### config.mk
export PLATFORM = sky130hd
export DESIGN_NAME = clk_halt_ctrl
export DESIGN_NICKNAME = d
export VERILOG_FILES = /design/src/verilog/clk_halt_pkg.sv /design/src/verilog/div_counter.sv /design/src/verilog/clk_halt_ctrl.sv
export SDC_FILE = /design/constraint.sdc
export NUM_CORES = 1
export LEC_CHECK = 0
export BUFFER_PORTS_ARGS = -buffer_cell sky130_fd_sc_hd__clkbuf_2
export CAP_MARGIN = 10
export CORE_MARGIN = 2
export CORE_UTILIZATION = 55
export CTS_CLUSTER_SIZE = 40
export DETAILED_ROUTE_END_ITERATION = 10
export GPL_TIMING_DRIVEN = 1
export PLACE_DENSITY = 0.78
export SLEW_MARGIN = 20
export SYNTH_ARGS = -nofsm -noshare
export SYNTH_HDL_FRONTEND = slang
export SYNTH_SLANG_ARGS = --single-unit
### constraint.sdc
create_clock -name clk -period 4.7 [get_ports clk]
set_clock_uncertainty 0.2 [all_clocks]
set_input_delay 0.235 -clock clk [delete_from_list [all_inputs] [get_ports clk]]
set_output_delay 0.235 -clock clk [all_outputs]
set_load 0.1 [all_outputs]
### src/verilog/clk_halt_pkg.sv
// Constants and types for the clock and halt wake-up controller
`default_nettype none
package clk_halt_pkg;
   localparam logic [7:0] ADDR_MAIN_CLK     = 8'h00;
   localparam logic [7:0] ADDR_RC_TRIM      = 8'h01;
   localparam logic [7:0] ADDR_SYS_CTRL     = 8'h02;
   localparam logic [7:0] ADDR_WAKE_CTRL    = 8'h03;
   localparam logic [7:0] ADDR_WAKE_PRESC   = 8'h04;
   localparam logic [7:0] ADDR_HALT_CFG     = 8'h05;
   localparam int         MAIN_OUT_BIT      = 1;
   localparam int         MAIN_SLOW_BIT     = 0;
   localparam int         WAKE_EN_BIT       = 0;
   localparam int         WAKE_MEAS_BIT     = 1;
   localparam int         WAKE_FLAG_BIT     = 2;
   localparam int         CFG_ACTIVE_BIT    = 0;
   localparam logic [7:0] MAIN_CLK_RST      = 8'h00;
   localparam logic [7:0] MAIN_CLK_MASK     = 8'h03;
   localparam logic [7:0] RC_TRIM_RST       = 8'hFF;
   localparam logic [1:0] TRIM_LOW_RST      = 2'h3;
   localparam logic [7:0] WAKE_PRESC_RST    = 8'hFF;
   localparam int         SLOW_DIV          = 32;
   localparam logic [4:0] SLOW_DIV_LAST     = 5'(SLOW_DIV - 1);
   localparam int         WAKE_FIXED_DIV    = 4;
   localparam logic [1:0] WAKE_FIXED_LAST   = 2'(WAKE_FIXED_DIV - 1);
   localparam int         STAB_SHORT_CYC    = 256;
   localparam int         STAB_LONG_CYC     = 4096;
   localparam logic [12:0] STAB_SHORT_LAST  = 13'(STAB_SHORT_CYC - 1);
   localparam logic [12:0] STAB_LONG_LAST   = 13'(STAB_LONG_CYC - 1);
   typedef enum logic [2:0] {st_run, st_halt, st_active, st_wake, st_stab} pwr_state_type;
endpackage
`default_nettype wire

### src/verilog/div_counter.sv
// Wrapping down-free divider counter with terminal pulse
`default_nettype none
module div_counter #(
   parameter int W = 8
) (
   input  wire logic         clk,
   input  wire logic         nrst,
   input  wire logic         en,
   input  wire logic         clr,
   input  wire logic [W-1:0] last,
   output logic              tick
);
   logic [W-1:0] cnt_r;
   assign tick = en && (cnt_r == last);
   always_ff @(posedge clk or negedge nrst) begin
      if (!nrst) begin
         cnt_r <= '0;
      end else if (clr) begin
         cnt_r <= '0;
      end else if (en) begin
         cnt_r <= (cnt_r == last) ? '0 : cnt_r + 1'b1;
      end
   end
endmodule
`default_nettype wire

### src/verilog/clk_halt_ctrl.sv
// Main clock, halt entry/exit and timed wake-up controller
// Functional notes
// - Clock output enable 0 leaves pin as I/O; 1 drives clock.
// - Slow mode 0 runs CPU at oscillator; 1 divides by 32.
// - Reset clears main clock register to all zeros.
// - Ten-bit trim code, 000h fastest, 3FFh slowest oscillator.
// - Trim register resets to FFh, lowest frequency.
// - Trim register is upper eight bits; lower two live in system control.
// - Halt instruction enters plain halt when active halt and wake-up disabled.
// - Exit from halt restarts oscillator, waits 256 or 4096 cycles.
// - Halt entry forces interrupt mask to zero unless interrupt entry comes in the same cycle; pending interrupt wakes.
// - In halt, main oscillator and derived clocks stop.
// - Halt with watchdog enabled and halt option gives watchdog reset.
// - Active halt exit delays only on reset, not on interrupt.
// - Active halt exits only on tick, designated interrupts or reset.
// - Interrupt entry sets mask; popping condition codes clears it.
// - Halt with wake-up enabled starts wake-up RC oscillator; main off.
// - Wake-up clock divided by fixed divider, then loaded prescaler.
// - Delay end sets wake-up flag, interrupt, and stabilisation delay.
// - Reading wake-up control register clears flag and interrupt.
// - Measure bit in run routes wake-up clock to timer capture.
`default_nettype none
module clk_halt_ctrl
   import clk_halt_pkg::*;
(
   input  wire logic       clk,
   input  wire logic       nrst,
   input  wire logic       ce,
   input  wire logic [7:0] addr,
   input  wire logic [7:0] wdata,
   input  wire logic       wr,
   input  wire logic       rd,
   output logic      [7:0] rdata,
   input  wire logic       halt_exec,
   input  wire logic       irq_halt_wake,
   input  wire logic       irq_tick,
   input  wire logic       irq_enter,
   input  wire logic       cc_pop,
   input  wire logic       wdg_enabled,
   input  wire logic       watchdog_halt_option,
   input  wire logic       stab_long_sel,
   input  wire logic       ext_reset_req,
   input  wire logic       wakeup_rc_clk,
   output logic            osc_run,
   output logic            cpu_clk_en,
   output logic            cpu_reset,
   output logic            clk_out_en,
   output logic            clk_out_pulse,
   output logic            int_mask,
   output logic            wakeup_irq,
   output logic            wakeup_rc_run,
   output logic            capture_src,
   output logic            watchdog_reset,
   output logic      [9:0] rc_trim_code,
   output logic            halted
);
   logic [7:0]    main_clk_r;
   logic [7:0]    rc_trim_r;
   logic [1:0]    trim_low_r;
   logic          wake_en_r;
   logic          wake_meas_r;
   logic          wakeup_flag_r;
   logic [7:0]    wake_presc_r;
   logic          active_halt_r;
   logic          long_sel_r;
   logic          mask_r;
   logic          wdg_rst_r;
   logic          reset_exit_r;
   logic          rc_q_r;
   logic [7:0]    presc_cnt_r;
   logic [12:0]   stab_cnt_r;
   logic          slow_tick;
   logic          fixed_tick;
   logic          rc_edge;
   logic          wake_done;
   logic          halt_req;
   logic          exit_plain;
   logic          exit_active;
   logic          stab_last;
   pwr_state_type state_r;

   assign halt_req    = ce && halt_exec && (state_r == st_run) && !(wdg_enabled && watchdog_halt_option);
   assign exit_plain  = irq_halt_wake || ext_reset_req;
   assign exit_active = irq_tick || irq_halt_wake || ext_reset_req;
   assign rc_edge     = wakeup_rc_clk && !rc_q_r;
   assign wake_done   = fixed_tick && (presc_cnt_r == 8'h00) && (state_r == st_wake);
   assign stab_last   = (stab_cnt_r == (long_sel_r ? STAB_LONG_LAST : STAB_SHORT_LAST));

   // Power state sequencing
   always_ff @(posedge clk or negedge nrst) begin
      if (!nrst) begin
         state_r <= st_run;
      end else if (ce) begin
         unique case (state_r)
            st_run: begin
               if (halt_req) begin
                  if (wake_en_r) begin
                     state_r <= st_wake;
                  end else if (active_halt_r) begin
                     state_r <= st_active;
                  end else begin
                     state_r <= st_halt;
                  end
               end
            end
            st_halt: begin
               if (exit_plain) begin
                  state_r <= st_stab;
               end
            end
            st_wake: begin
               if (wake_done || exit_plain) begin
                  state_r <= st_stab;
               end
            end
            st_active: begin
               if (ext_reset_req) begin
                  state_r <= st_stab;
               end else if (exit_active) begin
                  state_r <= st_run;
               end
            end
            st_stab: begin
               if (stab_last) begin
                  state_r <= st_run;
               end
            end
         endcase
      end
   end

   // Static delay selection and exit cause
   always_ff @(posedge clk or negedge nrst) begin
      if (!nrst) begin
         long_sel_r   <= 1'b0;
         reset_exit_r <= 1'b0;
      end else if (ce) begin
         if (halt_req) begin
            long_sel_r <= stab_long_sel;
         end
         if (state_r != st_run && state_r != st_stab && ext_reset_req) begin
            reset_exit_r <= 1'b1;
         end else if (state_r == st_stab && stab_last) begin
            reset_exit_r <= 1'b0;
         end
      end
   end

   // Stabilisation delay counter
   always_ff @(posedge clk or negedge nrst) begin
      if (!nrst) begin
         stab_cnt_r <= '0;
      end else if (ce) begin
         if (state_r == st_stab && !stab_last) begin
            stab_cnt_r <= stab_cnt_r + 13'h0001;
         end else begin
            stab_cnt_r <= '0;
         end
      end
   end

   // Interrupt mask handling
   always_ff @(posedge clk or negedge nrst) begin
      if (!nrst) begin
         mask_r <= 1'b1;
      end else if (ce) begin
         if (irq_enter) begin
            mask_r <= 1'b1;
         end else if (halt_req) begin
            mask_r <= 1'b0;
         end else if (cc_pop) begin
            mask_r <= 1'b0;
         end
      end
   end

   // Watchdog reset instead of halt
   always_ff @(posedge clk or negedge nrst) begin
      if (!nrst) begin
         wdg_rst_r <= 1'b0;
      end else if (ce) begin
         wdg_rst_r <= halt_exec && (state_r == st_run) && wdg_enabled && watchdog_halt_option;
      end
   end

   // Register writes
   always_ff @(posedge clk or negedge nrst) begin
      if (!nrst) begin
         main_clk_r    <= MAIN_CLK_RST;
         rc_trim_r     <= RC_TRIM_RST;
         trim_low_r    <= TRIM_LOW_RST;
         wake_en_r     <= 1'b0;
         wake_meas_r   <= 1'b0;
         wake_presc_r  <= WAKE_PRESC_RST;
         active_halt_r <= 1'b0;
      end else if (ce && wr) begin
         unique case (addr)
            ADDR_MAIN_CLK:   main_clk_r <= wdata & MAIN_CLK_MASK;
            ADDR_RC_TRIM:    rc_trim_r <= wdata;
            ADDR_SYS_CTRL:   trim_low_r <= wdata[1:0];
            ADDR_WAKE_CTRL: begin
               wake_en_r   <= wdata[WAKE_EN_BIT];
               wake_meas_r <= wdata[WAKE_MEAS_BIT];
            end
            ADDR_WAKE_PRESC: wake_presc_r <= wdata;
            ADDR_HALT_CFG:   active_halt_r <= wdata[CFG_ACTIVE_BIT];
            default: begin
            end
         endcase
      end
   end

   // Wake-up flag: set wins over read clear
   always_ff @(posedge clk or negedge nrst) begin
      if (!nrst) begin
         wakeup_flag_r <= 1'b0;
      end else if (ce) begin
         if (wake_done) begin
            wakeup_flag_r <= 1'b1;
         end else if (rd && addr == ADDR_WAKE_CTRL) begin
            wakeup_flag_r <= 1'b0;
         end
      end
   end

   // Read data, one cycle after strobe
   always_ff @(posedge clk or negedge nrst) begin
      if (!nrst) begin
         rdata <= 8'h00;
      end else if (ce) begin
         if (rd) begin
            unique case (addr)
               ADDR_MAIN_CLK:   rdata <= main_clk_r;
               ADDR_RC_TRIM:    rdata <= rc_trim_r;
               ADDR_SYS_CTRL:   rdata <= {6'h00, trim_low_r};
               ADDR_WAKE_CTRL:  rdata <= {5'h00, wakeup_flag_r, wake_meas_r, wake_en_r};
               ADDR_WAKE_PRESC: rdata <= wake_presc_r;
               ADDR_HALT_CFG:   rdata <= {7'h00, active_halt_r};
               default:         rdata <= 8'h00;
            endcase
         end else begin
            rdata <= 8'h00;
         end
      end
   end

   // Wake-up RC edge sampling
   always_ff @(posedge clk or negedge nrst) begin
      if (!nrst) begin
         rc_q_r <= 1'b0;
      end else if (ce) begin
         rc_q_r <= wakeup_rc_clk;
      end
   end

   div_counter #(.W(2)) u_fixed_div (
      .clk  (clk),
      .nrst (nrst),
      .en   (ce && rc_edge && state_r == st_wake),
      .clr  (ce && state_r != st_wake),
      .last (WAKE_FIXED_LAST),
      .tick (fixed_tick)
   );

   // Programmable wake-up prescaler
   always_ff @(posedge clk or negedge nrst) begin
      if (!nrst) begin
         presc_cnt_r <= WAKE_PRESC_RST;
      end else if (ce) begin
         if (state_r != st_wake) begin
            presc_cnt_r <= wake_presc_r;
         end else if (fixed_tick && presc_cnt_r != 8'h00) begin
            presc_cnt_r <= presc_cnt_r - 8'h01;
         end
      end
   end

   div_counter #(.W(5)) u_slow_div (
      .clk  (clk),
      .nrst (nrst),
      .en   (ce && osc_run),
      .clr  (1'b0),
      .last (SLOW_DIV_LAST),
      .tick (slow_tick)
   );

   // Clock outputs and status
   assign osc_run        = (state_r == st_run) || (state_r == st_active) || (state_r == st_stab);
   assign cpu_clk_en     = (state_r == st_run) && (main_clk_r[MAIN_SLOW_BIT] ? slow_tick : 1'b1);
   assign clk_out_en     = main_clk_r[MAIN_OUT_BIT];
   assign clk_out_pulse  = main_clk_r[MAIN_OUT_BIT] && cpu_clk_en;
   assign cpu_reset      = reset_exit_r;
   assign int_mask       = mask_r;
   assign wakeup_irq     = wakeup_flag_r;
   assign wakeup_rc_run  = (state_r == st_wake);
   assign capture_src    = wake_meas_r && (state_r == st_run) && wakeup_rc_clk;
   assign watchdog_reset = wdg_rst_r;
   assign rc_trim_code   = {rc_trim_r, trim_low_r};
   assign halted         = (state_r != st_run);
endmodule
`default_nettype wire

After elaboration in Yosys (flattened, before gate mapping)

Index checks and enable logic that the tools add are counted.

Latch bits: 0
Logic and storage cells: 127
Memories kept: 0
Input port bits: 31
RAM bits: 0
Output and inout port bits: 29
Bits in registers: 68
Bits in read-only memories: 0

Shift-type cells: 0
Divide/modulo/power cells: 0
Equality and inequality tests: 19
$mul: 0
Reductions and logical operators: 58
Add/subtract/negate cells: 4
Mux-type cells: 27
$lt $le $gt $ge: 0
Bitwise logic cells: 0

Operators with widths:

| cell                  | count |
|---|---|
| $pmux 8 s6            | 1 |
| $logic_and 1x1->1     | 27 |
| $mux 8                | 3 |
| $reduce_and 2->1      | 11 |
| $mux 3                | 7 |
| $eq 8x2->1 const B    | 2 |
| $eq 8x3->1 const B    | 2 |
| $logic_not 8->1       | 2 |
| $pmux 3 s5            | 1 |
| $add 13x1->13 const B | 1 |
| $eq 13x12->1          | 1 |
| $mux 13               | 1 |
| $mux 12               | 1 |
| $eq 8x1->1 const B    | 1 |
| $mux 1                | 8 |
| $mux 2                | 4 |
| $reduce_bool 2->1     | 4 |
| $reduce_bool 8->1     | 1 |
| $sub 8x1->8 const B   | 1 |
| $eq 3x2->1 const B    | 2 |
| $logic_or 1x1->1      | 6 |
| $ne 2x2->1 const B    | 3 |
| $ne 3x3->1 const B    | 2 |
| $reduce_and 6->1      | 1 |
| 12 further kinds      | 15 |

Depth between registers and ports, before layout

Depth after elaboration: 10
Gate-level depth with buffers: 7

Cells and area by module

A second synthesis with hierarchy kept.

Cells, all modules: 363
Area, all modules: 3719.8 µm²

Modules (own cells, without submodules):

| module                    | sequential area each (µm²) | area an instance (µm²) | instances | cells an instance |
|---|---|---|---|---|
| clk_halt_ctrl             | 1560.2                     | 3198.1                 | 1         | 308 |
| div_counter (u_slow_div)  | 125.1                      | 390.4                  | 1         | 41 |
| div_counter (u_fixed_div) | 50.0                       | 131.4                  | 1         | 14 |

Worst setup path before layout

No wires, ideal clock.

Path kind: register to output
From: register state_r[2]
To: output clk_out_pulse
Arrival time: 4.845 ns
Stages on the path, launching flop included: 6
Setup slack: -0.580 ns
Cell sequence: dfrtp_1 > clkbuf_1 > a21oi_1 > nand3_1 > a21oi_1 > and2_1

Longest elaborated chain between the ends: 8
Elaborated cells between the ends (all ways): 10
Those cells by class: eq/ne: 2; mux: 1; reduce/logical: 7

RTL lines:

| element                                       | line                 | RTL |
|---|---|---|
| from (decl)                                   | clk_halt_ctrl.sv:80  | `pwr_state_type state_r;` |
| from (signal assigned)                        | clk_halt_ctrl.sv:92  | `state_r <= st_run;` |
| from (signal assigned)                        | clk_halt_ctrl.sv:98  | `state_r <= st_wake;` |
| from (signal assigned)                        | clk_halt_ctrl.sv:100 | `state_r <= st_active;` |
| $eq 3x2->1 or $logic_not 3->1 (tied branches) | clk_halt_ctrl.sv:288 | `assign osc_run = (state_r == st_run) \|\| (state_r == st_active) \|\| (state_r == st_stab);` |
| $logic_or 1x1->1                              | clk_halt_ctrl.sv:288 |  |
| $logic_or 1x1->1 (*)                          | clk_halt_ctrl.sv:288 |  |
| via osc_run                                   | clk_halt_ctrl.sv:44  | `output logic osc_run,` |
| $logic_and 1x1->1 (*)                         | clk_halt_ctrl.sv:281 | `.en (ce && osc_run),` |
| $logic_and 1x1->1 (*)                         | div_counter.sv:14    | `assign tick = en && (cnt_r == last);` |
| $mux 1 (*)                                    | clk_halt_ctrl.sv:289 | `assign cpu_clk_en = (state_r == st_run) && (main_clk_r[MAIN_SLOW_BIT] ? slow_tick : 1'b1);` |
| $logic_and 1x1->1 (*)                         | clk_halt_ctrl.sv:289 |  |
| via cpu_clk_en                                | clk_halt_ctrl.sv:45  | `output logic cpu_clk_en,` |
| $logic_and 1x1->1 (*)                         | clk_halt_ctrl.sv:291 | `assign clk_out_pulse = main_clk_r[MAIN_OUT_BIT] && cpu_clk_en;` |
| to (decl)                                     | clk_halt_ctrl.sv:48  | `output logic clk_out_pulse,` |

Mark *: on every way through the listed nets, which the timed path passes. The rest lies on a longest branch.

Final worst setup path

From: register state_r[2]
To: output wakeup_rc_run

Longest elaborated chain between the ends: 1

RTL lines:

| element    | line                 | RTL |
|---|---|---|
| $eq 3x2->1 | clk_halt_ctrl.sv:295 | `assign wakeup_rc_run = (state_r == st_wake);` |
| to (decl)  | clk_halt_ctrl.sv:51  | `output logic wakeup_rc_run,` |

Every way passes these cells.

==> results summary <==
The run finished with clean final reports. In this run the cell area of the synthesized design comes to 3530 sq um. Setup repair after global routing left no endpoint under its margin.

The number of vias after detailed routing is 2861. The met2 routed wirelength came out at 3780 um. The number of warnings reported in the yosys synthesis log came out at 0.

The distinct cell type count of the synthesized netlist came out at 55. The worst path setup slack after routing came out at 1.86 ns. The total of endpoints with negative setup slack in the final report is 0. Relative to the synthesized area, the layout overhead comes to 18.9%. The detailed-placement wirelength estimate came out at 5380 um. After detailed routing, the total wire length is 7760 um. After clock tree synthesis, the clock-pin slew on the worst setup and hold paths is 0.09 ns. In the final timing run, aggregate negative setup slack is 0 ns. The total overflow reported by the global router is 0. Of the total power, the share spent switching nets is 0.371. The highest metal layer with signal wires is met4.

The data arrival time of the critical path came out at 2.40 ns. The mean instance size in the synthesized netlist is 10.2 sq um. The initial antenna violation count was 0. The number of cells on the worst hold path is 3. Synthesis produced 345 cells. The via density per instance is 5.82. The total count of hold-check failures in the final report is 0. The area taken by flip-flops and latches came out at 1740 sq um. For hold timing, the worst endpoint is watchdog_reset. The cell internal power dissipation came out at 0.00111 W.

The worst slew margin relative to its limit is 0.407. The data required time at the worst endpoint is 4.26 ns. The worst setup path is captured at a primary output. In this run the critical register-to-register path is captured at presc_cnt_r[4]. The sequential share of the synthesized area is 0.491. In this run, the number of DRC markers left after iteration 0 of detailed routing was 179. In the final design database the tool counted 447 nets.

The number of search-and-repair iterations in the first detailed-routing pass is 4. The tightest hold path in the finished design has a slack of 0.0152 ns. After detailed routing, the number of remaining DRC violations is 0. The area of combinational cells with multiple inputs came out at 1660 sq um. After synthesis the netlist holds a flip-flop and latch count of 68. Before CTS, the worst setup slack after placement is 2.06 ns. In this run the worst hold path is classified as in -> reg. The total nets after synthesis came out at 382.

For this block, wires on met1 add up to 3470 um. The met3 wire length is 309 um. The sequential share of power is 0.407. The insertion delay of the later-clocked pin in the worst-skew pair came out at 0.34 ns.

The setup slack of the worst register-to-register path is 2.03 ns. The part of the total power dissipated in combinational logic came out at 0.296. The max-capacitance violation count came out at 0. The repair_antennas step left the layout with diodes totalling 0. The detail route stage leaves a number of antenna-violating nets equal to 0. The final-report max-slew violation count came out at 0. The vertical die dimension came out at 84.1 um.

The buffer count from post-CTS setup fixing came out at 0. The static power due to leakage came out at 1.84 nW. The maximum clock path buffer count is 2. The die covers 7080 sq um.

The maximum fanout along the worst path came out at 19. The number of top-level design ports is 60. The maximum number of pins on one net before global-route repair is 69. The number of gates resized after CTS was 0.

IR analysis of the VDD net gives a maximum drop of 381 uV. The congestion estimate from routability-driven global placement came to 0.884. The first-pass GRT wire length is 13300 um. For this run, asynchronously set or reset flops after synthesis account for 1.00. The area after detailed placement came out at 3870 sq um.

The total power divided by cell area came out at 420 nW/um^2. The time the worst path needs with I/O delays and setup is 2.84 ns. The number of buffers inserted during clock tree synthesis came out at 9.

The total of buffers placed on input and output ports is 59. The H-tree depth is 3. The depth of the most critical reg-to-reg path came out at 4. The routed wire length per instance came out at 15.8 um. The share of cells above drive strength 1 came out at 0.335. The number of flops mapped to enable cells by yosys is 0. The layout filler cell count came out at 482. The start of the worst register-to-register path is state_r[2]. STA classifies the critical path startpoint as a flop.

The clock network fraction of total power came out at 0.297. The region available for standard cell placement spans 6280 sq um. In the synthesized netlist the dominant register cell turns out to be sky130_fd_sc_hd__dfrtp_1.

The clock net sink count came out at 68. The number of global-route vias before repair is 2784. TritonCTS built the clock tree. In this run the core area contains 29 standard-cell rows.

The library cell used as clock root buffer is sky130_fd_sc_hd__clkbuf_8. In this run the power spent charging and discharging nets is 0.000654 W. The slew of the pin with the lowest slew margin came out at 0.884 ns. The starting utilization of the core area came out at 0.562. Summing internal, switching and leakage power gives 0.00176 W. The achievable clock frequency came out at 353 MHz. The start-to-end type of the worst setup path is reg -> out. Dividing the final minimum period by the clock period gives 0.603. In this run the horizontal extent of the chip is 84.1 um. In the global route stage, overall resource usage came out at 0.235.

The startpoint identified for the worst hold timing path is watchdog_halt_option. With fillers left out, the area of the finished cells amounts to 4200 sq um.
## through the flow
stage,util,instances
2_1_floorplan,-,345
3_3_place_gp,0.617,465
3_5_place_dp,0.617,465
4_1_cts,0.669,492
5_1_grt,0.669,492
6_report,0.669,492
## Yosys cell counts (2+ instances only)
cell	count	area (sq um)
sky130_fd_sc_hd__dfrtp_1	41	1030
sky130_fd_sc_hd__nand2_1	29	109
sky130_fd_sc_hd__mux2_2	28	315
sky130_fd_sc_hd__dfstp_2	27	709
sky130_fd_sc_hd__o21ai_0	22	110
sky130_fd_sc_hd__nor2_1	18	67.6
sky130_fd_sc_hd__inv_1	17	63.8
sky130_fd_sc_hd__a21oi_1	16	80.1
sky130_fd_sc_hd__clkbuf_1	14	52.6
sky130_fd_sc_hd__a22oi_1	11	82.6
sky130_fd_sc_hd__o22ai_1	10	62.6
sky130_fd_sc_hd__nand3_1	8	40.0
sky130_fd_sc_hd__and3_1	7	43.8
sky130_fd_sc_hd__nor3_1	7	35.0
sky130_fd_sc_hd__ha_1	6	75.1
sky130_fd_sc_hd__mux2i_1	5	50.1
sky130_fd_sc_hd__nor2b_1	5	31.3
sky130_fd_sc_hd__o21ai_1	5	25.0
sky130_fd_sc_hd__a21o_1	4	30.0
sky130_fd_sc_hd__xnor2_1	4	35.0
sky130_fd_sc_hd__a31oi_1	3	18.8
sky130_fd_sc_hd__and2_1	3	18.8
sky130_fd_sc_hd__nand4b_1	3	26.3
sky130_fd_sc_hd__nor3b_1	3	22.5
sky130_fd_sc_hd__nor4_1	3	18.8
sky130_fd_sc_hd__o22a_1	3	26.3
sky130_fd_sc_hd__o2bb2ai_1	3	26.3
sky130_fd_sc_hd__o31ai_1	3	22.5
sky130_fd_sc_hd__o41ai_1	3	26.3
sky130_fd_sc_hd__buf_1	2	7.51
sky130_fd_sc_hd__buf_2	2	10.0
sky130_fd_sc_hd__mux2_4	2	30.0
sky130_fd_sc_hd__nand3b_1	2	15.0
sky130_fd_sc_hd__nand4_1	2	12.5
sky130_fd_sc_hd__nor4b_1	2	17.5
sky130_fd_sc_hd__or2_0	2	12.5
sky130_fd_sc_hd__or3_1	2	12.5
## timing repair
item,in CTS,in global routing
hold buffers,11,0
endpoints found under the hold margin,57,0
setup endpoints to repair,0,0
## final cells by class
type / instances / area share
clock buffer: 10 / 0.0304
clock inverter: 6 / 0.0215
inverter: 18 / 0.0161
multi-input combinational: 241 / 0.396
sequential: 68 / 0.413
tap: 77 / 0.0229
timing repair buffer: 72 / 0.100
## metal layers
metal	track usage	vias to the layer above
met3	0.0495	17
li1	-	1390
met1	0.314	1383
met4	0.0938	0
met5	0	-
met2	0.377	71
## power by group through the flow
stage | registers [W] | logic (W) | clock network (W)
2_1_floorplan | 0.000759 | 0.000380 | 0
3_3_place_gp | 0.000724 | 0.000503 | 0
3_5_place_dp | 0.000729 | 0.000514 | 0
4_1_cts | 0.000719 | 0.000524 | 0.000534
5_1_grt | 0.000728 | 0.000562 | 0.000567
6_report | 0.000718 | 0.000521 | 0.000524
## logic make-up (layout without fill, tap and decap cells)
logic type,after synthesis,count (layout),share of synthesized area
fa+ha+maj,6,6,0.0213
compound gates,92,92,0.171
buf+inv,36,106,0.0390
simple gates,103,103,0.153
mux,35,35,0.112
xor+xnor,5,5,0.0124
flops,68,68,0.491
## critical path: stages, from the launching register on
cell and delay (ns):
sky130_fd_sc_hd__dfrtp_1 0.60, sky130_fd_sc_hd__nand3b_1 0.57, sky130_fd_sc_hd__clkinv_1 0.42, sky130_fd_sc_hd__clkbuf_2 0.47
## cell usage in the layout, fill, tap and decap left out, drive strengths merged, types with 6 or more instances in the layout
cell type | Yosys | final
a21oi | 16 | 16
a22oi | 11 | 11
and3 | 7 | 7
clkbuf | 14 | 69
dfrtp | 41 | 41
dfstp | 27 | 27
dlygate4sd3 | 0 | 11
ha | 6 | 6
inv | 17 | 17
mux2 | 30 | 30
nand2 | 29 | 29
nand3 | 8 | 8
nor2 | 18 | 18
nor3 | 7 | 7
o21ai | 27 | 27
o22ai | 10 | 10
## how the worst max path moves through the flow
stage / slack [ns] / to / cells past startpoint / startpoint
2_1_floorplan: 0.11 / clk_out_pulse / 5 / state_r[2]
3_3_place_gp: 2.14 / state_r[1] / 5 / stab_cnt_r[9]
3_5_place_dp: 2.06 / presc_cnt_r[7] / 4 / state_r[2]
4_1_cts: 1.86 / wakeup_rc_run / 3 / state_r[2]
5_1_grt: 1.70 / wakeup_rc_run / 3 / state_r[2]
6_report: 1.86 / wakeup_rc_run / 3 / state_r[2]
## sequential cells by signal (all words and copies together) (netlist names)
signal             count
u_slow_div.cnt_r       5
watchdog_reset         1
trim_low_r             2
wake_en_r              1
rc_trim_r              8
presc_cnt_r            8
stab_cnt_r            13
active_halt_r          1
rdata                  8
int_mask               1
wakeup_irq             1
u_fixed_div.cnt_r      2
rc_q_r                 1
wake_presc_r           8
long_sel_r             1
cpu_reset              1
main_clk_r             2
state_r                3
wake_meas_r            1
Note: power is estimated with default switching activity, not from simulation.
